`config.mk`:
```
export PLATFORM = sky130hd
export DESIGN_NAME = reset_cause_logic
export DESIGN_NICKNAME = d
export VERILOG_FILES = /design/src/include/reset_cause_pkg.sv /design/src/design/trap_conflict_detect.sv /design/src/design/reset_cause_logic.sv
export SDC_FILE = /design/constraint.sdc
export NUM_CORES = 1
export LEC_CHECK = 0
export ABC_AREA = 1
export BUFFER_PORTS_ARGS = -buffer_cell sky130_fd_sc_hd__buf_2
export CAP_MARGIN = 15
export CORE_ASPECT_RATIO = 0.7
export CORE_MARGIN = 2
export CORE_UTILIZATION = 43
export CTS_BUF_LIST = sky130_fd_sc_hd__clkbuf_8
export DETAILED_ROUTE_END_ITERATION = 12
export PLACE_DENSITY_LB_ADDON = 0.25
export SLEW_MARGIN = 25
export SYNTH_ARGS = -nofsm -noshare
export SYNTH_HDL_FRONTEND = slang
export SYNTH_SLANG_ARGS = --single-unit
```
`constraint.sdc`:
```
create_clock -name core_clk_i -period 2.7 [get_ports core_clk_i]
set_clock_uncertainty 0.1 [all_clocks]
set_input_delay 0.135 -clock core_clk_i [delete_from_list [all_inputs] [get_ports core_clk_i]]
set_output_delay 0.135 -clock core_clk_i [all_outputs]
set_load 0.01 [all_outputs]
```
`src/include/reset_cause_pkg.sv`:
```
// Constants, register map and field layout for the reset cause logic
// What this block does
// RL1 - Reset instruction resets, keeps clock source
// RL2 - Release system reset next instruction cycle
// RL3 - Reset instruction sets soft flag bit 6
// RL4 - Watchdog timeout resets asynchronously, clock kept
// RL5 - Watchdog timeout in sleep/idle only wakes
// RL6 - Watchdog reset sets flag bit 4
// RL7 - Lower hard trap during higher trap resets
// RL8 - Hard traps are levels 13 to 15
// RL9 - Trap conflict sets flag bit 15
// RL10 - Shadow mismatch of pin-select triggers reset
// RL11 - Mismatch reset sets flag bit 9
// RL12 - Illegal conditions share flag bit 14
// RL13 - Illegal opcode execution resets device
// RL14 - Constant data upper byte holds illegal opcode
// RL15 - External pin reset sets pin flag
// RL16 - Flags survive reset until software clears
package reset_cause_pkg;
	// Byte addresses on APB
	localparam logic [11:0] CAUSE_ADDR  = 12'h000;  // Reset cause register
	localparam logic [11:0] MASK_ADDR   = 12'h004;  // Interrupt mask
	localparam logic [11:0] CTRL_ADDR   = 12'h008;  // Control: shadow check enable
	localparam logic [11:0] STATE_ADDR  = 12'h00C;  // Live state view
	// Cause register bit positions
	localparam int PIN_BIT     = 7;
	localparam int SOFT_BIT    = 6;
	localparam int WDOG_BIT    = 4;
	localparam int MISM_BIT    = 9;
	localparam int ILLEGAL_BIT = 14;
	localparam int TRAP_BIT    = 15;
	localparam logic [15:0] CAUSE_IMPL = 16'hC2D0;  // Implemented flag bits
	localparam logic [15:0] CAUSE_RST  = 16'h0000;
	localparam logic [15:0] MASK_RST   = 16'h0000;
	localparam logic        CHECK_RST  = 1'b1;     // Shadow checking on after reset
	// Hard trap levels
	localparam logic [3:0] HARD_LO   = 4'hD;
	localparam logic [3:0] HARD_HI   = 4'hF;
	// System reset hold: one instruction cycle of core clocks
	localparam int INSTR_CYCLE_CLKS = 2;
	localparam logic [1:0] HOLD_LAST = 2'(INSTR_CYCLE_CLKS - 1);
	// Sequencer states, one-hot
	typedef enum logic [1:0] {
		ST_RUN  = 2'h1,
		ST_HOLD = 2'h2
	} seq_state_type;
	function automatic logic is_hard(input logic [3:0] lvl);
		return (lvl >= HARD_LO) && (lvl <= HARD_HI);
	endfunction
endpackage

```
`src/design/trap_conflict_detect.sv`:
```
// Detector of a lower priority hard trap during a higher one
`timescale 1ns/1ps
`default_nettype none
module trap_conflict_detect
	import reset_cause_pkg::*;
(
	input  wire logic       in_service_i,  // Higher trap being serviced
	input  wire logic [3:0] active_level_i, // Level of trap in service
	input  wire logic       trap_req_i,    // New trap request
	input  wire logic [3:0] trap_level_i,  // Level of new trap
	output logic            conflict_o     // Conflict found
);
	// A new hard trap below the serviced level forces a reset
	always_comb begin
		conflict_o = in_service_i && trap_req_i && is_hard(trap_level_i)  // see RL7 see RL8
			&& is_hard(active_level_i) && (trap_level_i < active_level_i);
	end
endmodule // trap_conflict_detect
`default_nettype wire

```
`src/design/reset_cause_logic.sv`:
```
// Reset cause sequencer with APB-visible cause flags
//
// Register access over APB and the register offsets were left to the implementer.
`timescale 1ns/1ps
`default_nettype none
module reset_cause_logic (
	input  wire logic        core_clk_i,        // System clock
	input  wire logic        reset_i,           // Power-on reset, sync high
	input  wire logic        master_reset_pin_n_i, // External reset pin, low active
	input  wire logic        reset_instr_i,     // Reset instruction executed
	input  wire logic        watchdog_timeout_i, // Watchdog time-out
	input  wire logic        sleep_i,           // Core in sleep
	input  wire logic        idle_i,            // Core in idle
	input  wire logic        in_service_i,      // Trap being serviced
	input  wire logic [3:0]  active_level_i,    // Level of serviced trap
	input  wire logic        trap_req_i,        // New trap request
	input  wire logic [3:0]  trap_level_i,      // New trap level
	input  wire logic        shadow_mismatch_i, // Pin-select shadow differs
	input  wire logic        illegal_opcode_i,  // Illegal opcode executed
	input  wire logic        uninit_w_i,        // Uninitialised W access
	input  wire logic        security_i,        // Security violation
	input  wire logic        psel,              // APB select
	input  wire logic        penable,           // APB enable
	input  wire logic        pwrite,            // APB direction
	input  wire logic [11:0] paddr,             // APB address
	input  wire logic [31:0] pwdata,            // APB write data
	output logic             pready,            // APB ready
	output logic [31:0]      prdata,            // APB read data
	output logic             pslverr,           // APB error
	output logic             system_reset_o,    // Internal system reset
	output logic             clock_reinit_o,    // Clock system reinit request
	output logic             wake_o,            // Wake pulse to core
	output logic             irq_o              // Interrupt, level
);
	import reset_cause_pkg::*;

	// Whole state of the block
	typedef struct packed {
		seq_state_type state;
		logic [1:0]    hold;
		logic [15:0]   cause;
		logic [15:0]   mask;
		logic          check_en;
		logic          sys_rst;
		logic          wake;
		logic [31:0]   rdata;
		logic          err;
	} state_type;

	state_type st_reg;   // Registered state
	state_type st_next;  // Next state
	logic      conflict; // Trap conflict from detector
	logic      low_power; // Sleep or idle
	logic      wd_reset;  // Watchdog reset request
	logic      any_event; // Any reset source now
	logic [15:0] set_bits; // Flags set this cycle
	logic      access;    // APB access phase
	logic      mapped;    // Address decodes

	trap_conflict_detect u_trap (
		.in_service_i   (in_service_i),
		.active_level_i (active_level_i),
		.trap_req_i     (trap_req_i),
		.trap_level_i   (trap_level_i),
		.conflict_o     (conflict)
	);

	// Source qualification and flag set terms
	// Every source is a level seen at the edge; a pulse must span one edge
	always_comb begin
		// Sleep and idle both count as low power for the watchdog
		low_power = sleep_i | idle_i;
		wd_reset  = watchdog_timeout_i & ~low_power;  // see RL5
		set_bits  = '0;
		set_bits[SOFT_BIT]    = reset_instr_i;  // see RL3
		set_bits[WDOG_BIT]    = wd_reset;       // see RL6
		set_bits[TRAP_BIT]    = conflict;       // see RL9
		set_bits[MISM_BIT]    = shadow_mismatch_i & st_reg.check_en;  // see RL10 see RL11
		set_bits[ILLEGAL_BIT] = illegal_opcode_i | uninit_w_i | security_i;  // see RL12 see RL13
		set_bits[PIN_BIT]     = ~master_reset_pin_n_i;  // see RL15
		any_event = |set_bits;
		// Bus decode shared by the register file and the error response
		access    = psel & penable;
		mapped    = (paddr == CAUSE_ADDR) || (paddr == MASK_ADDR)
			|| (paddr == CTRL_ADDR) || (paddr == STATE_ADDR);
	end

	// Next-state logic
	// One process builds the whole next state so no field is left latched
	always_comb begin
		// Default: every field keeps its value
		st_next = st_reg;
		// Wake stands for one cycle after a low-power time-out
		st_next.wake = watchdog_timeout_i & low_power;  // see RL5
		// Flags: hardware set wins over software clear; system reset leaves them
		if (access && pwrite && paddr == CAUSE_ADDR) begin
			st_next.cause = st_reg.cause & ~pwdata[15:0];
		end
		st_next.cause = (st_next.cause | set_bits) & CAUSE_IMPL;  // see RL16
		// Mask write; unimplemented bits read back zero
		if (access && pwrite && paddr == MASK_ADDR) begin
			st_next.mask = pwdata[15:0] & CAUSE_IMPL;
		end
		// Control write; bit 0 turns shadow checking on or off
		if (access && pwrite && paddr == CTRL_ADDR) begin
			st_next.check_en = pwdata[0];
		end
		// Read data captured for the access phase
		st_next.err = 1'b0;
		if (psel && !penable) begin
			st_next.err = ~mapped;
			case (paddr)
				CAUSE_ADDR: st_next.rdata = {16'h0000, st_reg.cause};
				MASK_ADDR:  st_next.rdata = {16'h0000, st_reg.mask};
				CTRL_ADDR:  st_next.rdata = {31'h00000000, st_reg.check_en};
				STATE_ADDR: st_next.rdata = {28'h0000000, st_reg.hold, st_reg.sys_rst,
					low_power};
				default:    st_next.rdata = 32'h00000000;
			endcase
		end
		// Sequencer: hold reset for one instruction cycle then release
		case (st_reg.state)
			ST_RUN: begin
				// Any cause enters the hold; its flag was set above
				if (any_event) begin
					st_next.state   = ST_HOLD;
					st_next.hold    = '0;
					st_next.sys_rst = 1'b1;  // see RL1
				end
			end
			ST_HOLD: begin
				// A fresh event restarts the count, so reset spans the last cause
				if (any_event) begin
					st_next.hold = '0;
				end else if (st_reg.hold == HOLD_LAST) begin
					st_next.state   = ST_RUN;  // see RL2
					st_next.sys_rst = 1'b0;
				end else begin
					st_next.hold = st_reg.hold + 2'h1;
				end
			end
			default: begin
				// Illegal code: recover to run with reset released
				st_next.state   = ST_RUN;
				st_next.sys_rst = 1'b0;
			end
		endcase
	end

	// State register
	// Only power-on reset clears the flags; the system reset output does not
	always_ff @(posedge core_clk_i) begin
		if (reset_i) begin
			st_reg.state    <= ST_RUN;
			st_reg.hold     <= '0;
			st_reg.cause    <= CAUSE_RST;
			st_reg.mask     <= MASK_RST;
			st_reg.check_en <= CHECK_RST;
			st_reg.sys_rst  <= 1'b0;
			st_reg.wake     <= 1'b0;
			st_reg.rdata    <= '0;
			st_reg.err      <= 1'b0;
		end else begin
			st_reg <= st_next;
		end
	end

	// Outputs; watchdog reset bypasses the clock
	// The watchdog term is not registered, so reset reaches the core at once
	always_comb begin
		system_reset_o = st_reg.sys_rst | wd_reset;  // see RL4
		clock_reinit_o = 1'b0;  // Clock source kept for every cause here; see RL1 see RL4
		wake_o  = st_reg.wake;
		irq_o   = |(st_reg.cause & st_reg.mask);
		// Zero wait states: read data was captured at the setup edge
		pready  = 1'b1;
		prdata  = st_reg.rdata;
		pslverr = st_reg.err & access;
	end
endmodule // reset_cause_logic
`default_nettype wire

```
==> impl_results.md, run 1 <==
- Sink Count: 29
- Worst R2R Setup Slack: 1.20 ns
- Buffers on Ports: 56
- Area delta synth->final: 12.6%
- Setup crit start kind: input pin
- Worst Reg-to-Reg Cells: 6
- Via count: 1635
- Routed Antenna Nets: 0
- Gpl congestion: 0.780
- Share of cells above drive strength 1: 23.6%
- Peak Freq: 651 MHz
- Status: complete, no violations
- Fin. Hold Viols: 0
- Power Total: 951 uW
- Clock tree buffer depth: 2
- Synthesized flop and latch total: 29
- First-pass GRT wire length: 5990 um
- Critical path peak fanout: 5
- DRT Pass-1 Iters: 4
- Largest family of logic cells by synthesized area: simple AND/OR/NAND/NOR gates
- Hold path start: reset_instr_i
- Post-place instance area: 0.00195 mm^2
- Leak Pwr: 1.04 nW
- Hold WC Path Type: in2reg
- Later-pin clock latency in the skew report: 0.28 ns
- Cts bufs inserted: 5
- Min Tclk post-route: 1.54 ns
- GRT Total Usage: 16.7%
- Largest net degree at the start of global routing: 20
- Area contributors post-synth: dfxtp_1 (32%), buf_4 (14%), nand2_1 (14%)
- Slowest cell on crit path: dlygate4sd3_1
- IO Count: 106
- Vias/cell: 4.47
- Combinational Power Share: 15.1%
- Sequence of cells on the critical path: dlygate4sd3_1 -> buf_2 -> nand3_1 -> nor3_1 -> nand3_1 -> a21oi_1 -> nor2_1
- WL/cell: 10.4 um
- Die height: 58.5 um
- Nets: 386
- DRC viols: 0
- Post-Synth XOR/XNOR Area: 0%
- Mux cell area share after synthesis: 0%
- Setup Viol. Count Final: 0
- Crit share post-route: 56.9%
- CTS tree: built
- Register share of total power: 47.9%
- Die width: 81.9 um
- Vias in the first global route: 1292
- Initial Util: 45.7%
- Pwr dens: 462 mW/mm^2
- Simple-Gate Fraction of Synth Area: 33.4%
- Core Area: 0.00399 mm^2
- Fin util: 51.5%
- Standard-cell rows: 19
- Root buffer cell: clkbuf_8
- Arrival time at the worst endpoint: 1.61 ns
- Clk slew on worst S/H paths: 0.06 ns
- VDD IR max: 0.281 mV
- Net Sw Power: 254 uW
- Max reg flops: 18
- Biggest area consumer among synthesized cells: dfxtp_1
- Iter 0 DRT Violations: 44
- R2r endpoint: st_reg[69]
- Adder-Cell Fraction of Synth Area: 2.74%
- CP required: 2.78 ns
- Worst setup EP type: register
- WL final: 3810 um
- YS warnings: 0
- Setup Fix Bufs, Post-CTS: 0
- Post-synthesis compound-gate area fraction: 8.90%
- Worst R2R Start: st_reg[35]
- Cells on Worst Hold Path: 3
- Hpwl dp: 2960 um
- Cell area after layout: 0.00206 mm^2
- Register area share after synthesis: 31.8%
- Mapped Area: 0.00183 mm^2
- Clock share of power: 37.0%
- Crit Path Class: in2reg
- Post-synth top area share: 31.8%
- Worst Hold Path EP: st_reg[58]
- Setup tns final: 0 ns
- GR Overflow Total: 0
- H-tree depth reported by CTS: 2
- Antenna cells: 0
- Syn Inst Count: 266
- RSZ-0062 raised after global routing: no
- Mean post-synth cell area: 6.87 um^2
- CP peak stage delay: 0.52 ns
- Buf/Inv on CP: 2
- Most used cell, CP: nand3_1
- Max_cap viols: 0
- DIE AREA: 0.00479 mm^2
- Internal power: 697 uW
- Net Sw Frac: 26.7%
- Antenna violations before repair: 0
- Slew Viols, Final: 0
- Crit-path leading delay family: simple AND/OR/NAND/NOR gates
- Distinct cell type count of the synthesized netlist: 26
==> cells by family (layout without fill, tap and decap cells) <==
family | count (synthesis) | after routing
compound gates | 31 | 31
fa+ha+maj | 4 | 4
buf+inv | 69 | 95
flops | 29 | 29
other cells | 2 | 24
simple gates | 131 | 131
==> tightest hold or removal path, cell delays in order <==
cell and delay (ns):
buf_2 0.09, inv_1 0.06, a21oi_1 0.06
==> synth_stat cells <==
cell	instances
inv_1	29
clkbuf_1	1
a21oi_2	1
nand3_2	1
clkinv_1	1
nor3_2	1
a21oi_1	23
nor2_4	3
nand3_1	30
nor3_1	2
nand2_1	66
buf_6	4
nor2_1	20
o21ai_0	2
or2_4	1
nand2_2	2
buf_4	34
ha_1	4
and3_1	1
dfxtp_1	29
nor3_4	2
a221oi_1	1
conb_1	2
nand4_1	1
or2_2	1
o21ai_1	4
==> how the worst max path moves through the flow <==
stage / cells after the start / slack (ns) / to / start
CTS: 7 / 1.19 / st_reg[68] / master_reset_pin_n_i
floorplan: 6 / 1.42 / st_reg[68] / st_reg[35]
global placement: 7 / 1.12 / st_reg[51] / paddr[5]
detailed placement: 7 / 1.09 / st_reg[51] / paddr[7]
global route: 7 / 1.00 / st_reg[68] / master_reset_pin_n_i
finish: 7 / 1.16 / st_reg[69] / master_reset_pin_n_i
==> per-layer routing <==
metal | track usage (%) | vias to the layer above | wire, um
met5 | 0 | - | 0
met4 | 8.57 | 0 | 73
met3 | 4.45 | 8 | 265
met2 | 21.6 | 55 | 1410
met1 | 24.9 | 690 | 2060
li1 | - | 882 | -
==> metrics by stage <==
step | instances | hold slack [ns] | worst slack [ns]
global placement | 357 | 0.235 | 1.12
CTS | 366 | 0.00420 | 1.19
global route | 366 | 0.0384 | 1.00
finish | 366 | 0.0118 | 1.16
detailed placement | 357 | 0.238 | 1.09
floorplan | 288 | 0.128 | 1.42
==> power groups by stage <==
stage	Combinational, mW	Clock (mW)	Sequential, mW
2_1_floorplan	0.116	0	0.461
3_3_place_gp	0.138	0	0.464
3_5_place_dp	0.140	0	0.464
4_1_cts	0.142	0.363	0.455
5_1_grt	0.163	0.386	0.457
6_report	0.143	0.352	0.456
==> repair_timing <==
| action | 4_1_cts | 5_1_grt |
|---|---|---|
| resized for setup | 0 | 0 |
| hold buffers | 2 | 0 |
| hold endpoints to repair | 2 | 0 |
| endpoints found under the setup margin | 0 | 0 |
==> final cells by class <==
class | instances | area [um^2]
Inverter | 30 | 113
Fill cell | 440 | 1940
Clock buffer | 6 | 82.6
Multi-Input combinational cell | 190 | 912
Tap cell | 52 | 65.1
Sequential cell | 29 | 581
Timing Repair Buffer | 58 | 300
Clock inverter | 1 | 3.75
==> cells in the final DEF, fill, tap and decap left out, drive strengths merged <==
| cell | n |
|---|---|
| nand2 | 68 |
| buf | 56 |
| nand3 | 31 |
| inv | 30 |
| dfxtp | 29 |
| conb | 24 |
| a21oi | 24 |
| nor2 | 23 |
| clkbuf | 6 |
| o21ai | 6 |
| nor3 | 5 |
| ha | 4 |
| dlygate4sd3 | 2 |
| or2 | 2 |
| a221oi | 1 |
| and3 | 1 |
| clkinv | 1 |
| nand4 | 1 |
No activity file was read; power rests on OpenSTA's default activity.
==> run 2: changes to the inputs <==
clock period = 1.58 ns   (was 2.7 ns; I/O delays follow)
==> impl_results.md, run 2 (synthesis gave the netlist of run 1 again) <==
- Hold WC Path Type: in2reg
- Iter 0 DRT Violations: 82 (+86%)
- Final hold slack: -0.00513 ns (-0.0169 ns)
- Worst R2R Setup Slack: 0.22 ns (-0.98 ns)
- Sequence of cells on the critical path: dlygate4sd3_1 -> buf_2 -> inv_1 -> nand3_1 -> nor3_2 -> nand3_1 -> a21oi_1 -> nor2_1
- First-pass GRT wire length: 6420 um (+7.2%)
- Failing checks: hold timing
- GRT Total Usage: 17.6% (+0.92 points)
- DRT Pass-1 Iters: 4 (unchanged)
- Clk slew on worst S/H paths: 0.06 ns (about the same)
- Core Area: 0.00399 mm^2 (unchanged)
- Gpl congestion: 0.795 (+1.8%)
- IO Count: 106 (unchanged)
- Die width: 81.9 um (unchanged)
- R2r endpoint: st_reg[69]
- Cts bufs inserted: 5 (unchanged)
- Largest net degree at the start of global routing: 19 (-5.0%)
- DRC viols: 0 (unchanged)
- Worst Hold Path EP: st_reg[61]
- Sink Count: 29 (unchanged)
- Worst setup EP type: register
- H-tree depth reported by CTS: 2 (unchanged)
- Share of cells above drive strength 1: 26.8% (+3.2 points)
- Vias/cell: 4.49 (+0.50%)
- RSZ-0062 raised after global routing: no
- WL/cell: 10.6 um (+1.8%)
- Die height: 58.5 um (unchanged)
- Crit share post-route: 89.9%
- Fin util: 56.2% (+4.7 points)
- CP peak stage delay: 0.52 ns (about the same)
- WL final: 4110 um (+7.9%)
- Via count: 1742 (+6.5%)
- Antenna violations before repair: 0 (unchanged)
- Hold path start: shadow_mismatch_i
- DIE AREA: 0.00479 mm^2 (unchanged)
- CTS tree: built
- Buffers on Ports: 56 (unchanged)
- Setup crit start kind: input pin
- GR Overflow Total: 0 (unchanged)
- Max reg flops: 18 (unchanged)
- Most frequent cells in the layout: nand2_1 (66), buf_2 (56), inv_1 (30), nand3_1 (30), dfxtp_1 (29)
- Setup tns final: 0 ns (unchanged)
- Standard-cell rows: 19 (unchanged)
- Crit Path Class: in2reg
- Pwr dens: 731 mW/mm^2 (+58%)
- Leak Pwr: 1.15 nW (+11%)
- Critical path peak fanout: 5 (unchanged)
- Power Total: 1.64 mW (+73%)
- Routed Antenna Nets: 0 (unchanged)
- Setup Viol. Count Final: 0 (unchanged)
- Most used cell, CP: nand3_1
- Commonest non-fill, non-tap cell in the layout: nand2_1
- Slowest cell on crit path: dlygate4sd3_1
- Clock tree buffer depth: 2 (unchanged)
- Area delta synth->final: 22.9%
- Cells on Worst Hold Path: 3 (unchanged)
- Max_cap viols: 0 (unchanged)
- Initial Util: 45.7% (unchanged)
- Later-pin clock latency in the skew report: 0.29 ns (about the same)
- Worst R2R Start: st_reg[35]
- VDD IR max: 0.467 mV (+66%)
- Status: finished with violations
- Root buffer cell: clkbuf_8
- Peak Freq: 704 MHz
- Min Tclk post-route: 1.42 ns
- Slew Viols, Final: 0 (unchanged)
- Arrival time at the worst endpoint: 1.50 ns (-0.11 ns)
- Fin. Hold Viols: 1 (+1)
- Vias in the first global route: 1475 (+14%)
- CP required: 1.66 ns (-1.12 ns)
- Nets: 407 (+5.4%)
- Hpwl dp: 3140 um (+5.9%)
- Worst Reg-to-Reg Cells: 6 (unchanged)
- Antenna cells: 0 (unchanged)
-- run 2: worst max path at each step --
| stage | from | endpoint | slack [ns] |
|---|---|---|---|
| 6_report | reset_instr_i | st_reg[69] | 0.16 |
| 5_1_grt | reset_instr_i | st_reg[68] | 0.06 |
| 4_1_cts | paddr[1] | st_reg[61] | 0.05 |
| 3_5_place_dp | active_level_i[3] | st_reg[68] | 0.15 |
| 3_3_place_gp | active_level_i[3] | st_reg[68] | 0.16 |
| 2_1_floorplan | st_reg[35] | st_reg[68] | 0.30 |
-- run 2: critical path: cells and delay by family --
kind,cells,cell delay [ns]
and+or+nand+nor,4,0.55
AOI/OAI and AO/OA,1,0.18
buffers and inverters,3,0.69
-- run 2: routing by layer --
layer,up-vias,track usage [%],share of wire (%)
met1,753,23.5,49
met3,7,3.99,6.6
li1,924,-,-
met5,-,0,0
met4,0,7.86,1.7
met2,58,27.4,42
-- run 2: what timing repair did --
item                                    CTS  global route
resized for setup                         0             4
hold buffers                             13             0
hold endpoints to repair                 11             0
endpoints found under the setup margin    0             6
buffers inserted                          0             6
-- run 2: through the flow --
stage / hold slack (ns) / setup slack [ns] / cell area [um^2] / std cells
CTS: 0.0200 / 0.0542 / 2210 / 384
finish: -0.00513 / 0.159 / 2250 / 388
global route: 0.0472 / 0.0586 / 2250 / 388
global placement: 0.183 / 0.162 / 2000 / 363
detailed placement: 0.186 / 0.146 / 2000 / 363
floorplan: 0.0723 / 0.300 / 1910 / 288
-- run 2: cell type report --
type | count | area [um^2]
fillers | 423 | 1750
multi-input cells | 190 | 922
flip-flops and latches | 29 | 581
repair buffers | 79 | 483
inverters | 30 | 113
clock buffers | 5 | 68.8
well taps | 52 | 65.1
clock inverters | 3 | 13.8
-- run 2: where the power goes --
part | switching (mW) | internal [mW] | leakage, nW
combinational | 0.156 | 0.120 | 0.863
clock | 0.289 | 0.298 | 0.0491
sequential | 0.0208 | 0.758 | 0.236
total | 0.465 | 1.18 | 1.15
==> run 3: changes to the inputs <==
ABC_AREA = default   (was 1)
GPL_ROUTABILITY_DRIVEN = 1   (was default)
==> impl_results.md, run 3 <==
- Vias/cell: 4.59 (+2.2%)
- Die width: 77.5 um (-5.4%)
- Routed Antenna Nets: 0 (unchanged)
- Vias in the first global route: 1320 (-11%)
- Gpl congestion: 0.730 (-8.2%)
- CP peak stage delay: 0.37 ns (-0.15 ns)
- Critical path peak fanout: 2 (-3)
- Buffers on Ports: 56 (unchanged)
- Hold WC Path Type: in2reg
- Peak Freq: 672 MHz (-4.6%)
- Pwr dens: 836 mW/mm^2 (+14%)
- Setup Fix Bufs, Post-CTS: 0 (unchanged)
- Most frequent cells in the layout: buf_2 (56), dfxtp_1 (28), conb_1 (24)
- Syn Inst Count: 180 (-32%)
- VDD IR max: 0.562 mV (+20%)
- Power Total: 1.76 mW (+7.5%)
- Register area share after synthesis: 35.7% (+3.9 points)
- Crit share post-route: 94.2% (+4.3 points)
- Antenna violations before repair: 0 (unchanged)
- Crit-path leading delay family: simple AND/OR/NAND/NOR gates
- Min Tclk post-route: 1.49 ns (+0.0680 ns)
- Setup crit start kind: register
- Area delta synth->final: 29.8%
- Area contributors post-synth: dfxtp_1 (36%), buf_4 (16%), a22oi_1 (5.5%)
- IO Count: 106 (unchanged)
- Root buffer cell: clkbuf_8
- Post-route setup slack: 0.0912 ns (-0.0680 ns)
- RSZ-0062 raised after global routing: no
- First-pass GRT wire length: 5770 um (-10%)
- Standard-cell rows: 18 (-1)
- Synthesized flop and latch total: 29 (unchanged)
- Iter 0 DRT Violations: 39 (-52%)
- Share of cells above drive strength 1: 38.1% (+11 points)
- GR Overflow Total: 0 (unchanged)
- Clock tree buffer depth: 2 (unchanged)
- Pre-CTS setup slack: -0.0820 ns (-0.228 ns)
- Slew Viols, Final: 0 (unchanged)
- Top-count cell post-synth: buf_4
- DRT Pass-1 Iters: 4 (unchanged)
- Fin. Hold Viols: 0 (-1)
- Distinct cell type count of the synthesized netlist: 37 (+42%)
- Hpwl dp: 2720 um (-13%)
- Crit Path Class: reg2reg
- DIE AREA: 0.00430 mm^2 (-10%)
- Antenna cells: 0 (unchanged)
- Arrival time at the worst endpoint: 1.59 ns (+0.09 ns)
- GRT Total Usage: 17.2% (-0.39 points)
- Max reg flops: 18 (unchanged)
- Cell area after layout: 0.00211 mm^2 (-6.0%)
- Initial Util: 45.4% (-0.32 points)
- Main flop type after synthesis: dfxtp_1
- Slowest cell on crit path: or3b_4
- Biggest area consumer among synthesized cells: dfxtp_1
- FILL cells: 333 (-21%)
- EDFF count, synth: 0 (unchanged)
- Post-synthesis async set-or-reset flop share: 0% (unchanged)
- Via count: 1386 (-20%)
- WL/cell: 11.6 um (+10%)
- YS warnings: 0 (unchanged)
- Nets: 324 (-20%)
- Most frequent cells after synthesis: buf_4 (34), dfxtp_1 (29), nor2_1 (22), a22oi_1 (12), mux2i_1 (7)
- Post-synth top area share: 35.7% (+3.9 points)
- Mapped Area: 0.00163 mm^2 (-11%)
- WL final: 3520 um (-14%)
- Clk slew on worst S/H paths: 0.06 ns (about the same)
- H-tree depth reported by CTS: 2 (unchanged)
- Buf/Inv on CP: 1 (-2)
- Mean post-synth cell area: 9.04 um^2 (+32%)
- Cts bufs inserted: 5 (unchanged)
- Max_cap viols: 0 (unchanged)
- Core Area: 0.00358 mm^2 (-10%)
- Die height: 55.5 um (-5.3%)
- Commonest non-fill, non-tap cell in the layout: buf_2
- Multi-input logic area: 845 um^2 (-8.4%)
- Sink Count: 29 (unchanged)
- CTS tree: built
- Later-pin clock latency in the skew report: 0.28 ns (about the same)
- Register area: 582 um^2 (+0.22%)
- DRC viols: 0 (unchanged)
- Worst setup EP type: register
- Leak Pwr: 0.987 nW (-14%)
- Setup Viol. Count Final: 0 (unchanged)
- CP required: 1.68 ns (+0.02 ns)
- Largest net degree at the start of global routing: 21 (+2)
- Post-place instance area: 0.00191 mm^2 (-4.3%)
- Status: complete, no violations
- Sequence of cells on the critical path: inv_1 -> ha_2 -> or3b_4 -> nand4b_1 -> o22ai_1
run 3: repair_timing:
| item | in CTS | in global routing |
|---|---|---|
| gates resized for setup | 2 | 2 |
| pin swaps | 0 | 1 |
| endpoints found under the hold margin | 13 | 0 |
| setup endpoints to repair | 4 | 4 |
| hold buffers | 10 | 0 |
run 3: cell type report:
class / count / area share [%]
inverter: 6 / 1.07
clock inverter: 1 / 0.178
sequential: 29 / 27.6
timing repair buffer: 82 / 24.3
tap: 50 / 2.96
clock buffer: 6 / 3.91
multi-input combinational: 128 / 40.0
run 3: report_power, final:
group	switching (mW)	internal, mW
clock network	0.260	0.338
logic	0.176	0.203
registers	0.0201	0.767
run 3: through the flow:
stage / TNS (ns) / hold slack (ns) / cells / utilization, %
4_1_cts: 0 / 0.00347 / 302 / 58.8
3_3_place_gp: -0.176 / 0.202 / 285 / 53.4
2_1_floorplan: 0 / 0.0877 / 202 / -
5_1_grt: 0 / 0.0282 / 302 / 58.9
3_5_place_dp: -0.281 / 0.200 / 285 / 53.4
6_report: 0 / 0.00717 / 302 / 58.9
run 3: final timing paths:
kind	start	end	slack, ns	cells after the start
max	st_reg[69]	st_reg[68]	0.09	5
min reg2reg	st_reg[69]	prdata[3]	0.39	2
min	reset_i	st_reg[67]	0.007	2
max reg2reg	st_reg[69]	st_reg[68]	0.09	5
run 3: layer usage:
| metal | vias to the layer above | wire length, um | GRT usage, % |
|---|---|---|---|
| li1 | 722 | - | - |
| met4 | 0 | 40 | 7.65 |
| met3 | 5 | 162 | 5.07 |
| met5 | - | 0 | 0 |
| met1 | 623 | 1780 | 22.0 |
| met2 | 36 | 1530 | 27.0 |
run 3: kinds of logic after synthesis:
family / Yosys count / synth area share, %
AOI/OAI and AO/OA: 30 / 13.8
buffers and inverters: 45 / 18.2
xor gates and xnor gates: 1 / 0.539
other: 2 / 0.462
DFF: 29 / 35.7
muxes: 13 / 8.46
and+or+nand+nor: 56 / 19.8
adders and majority gates: 4 / 3.08
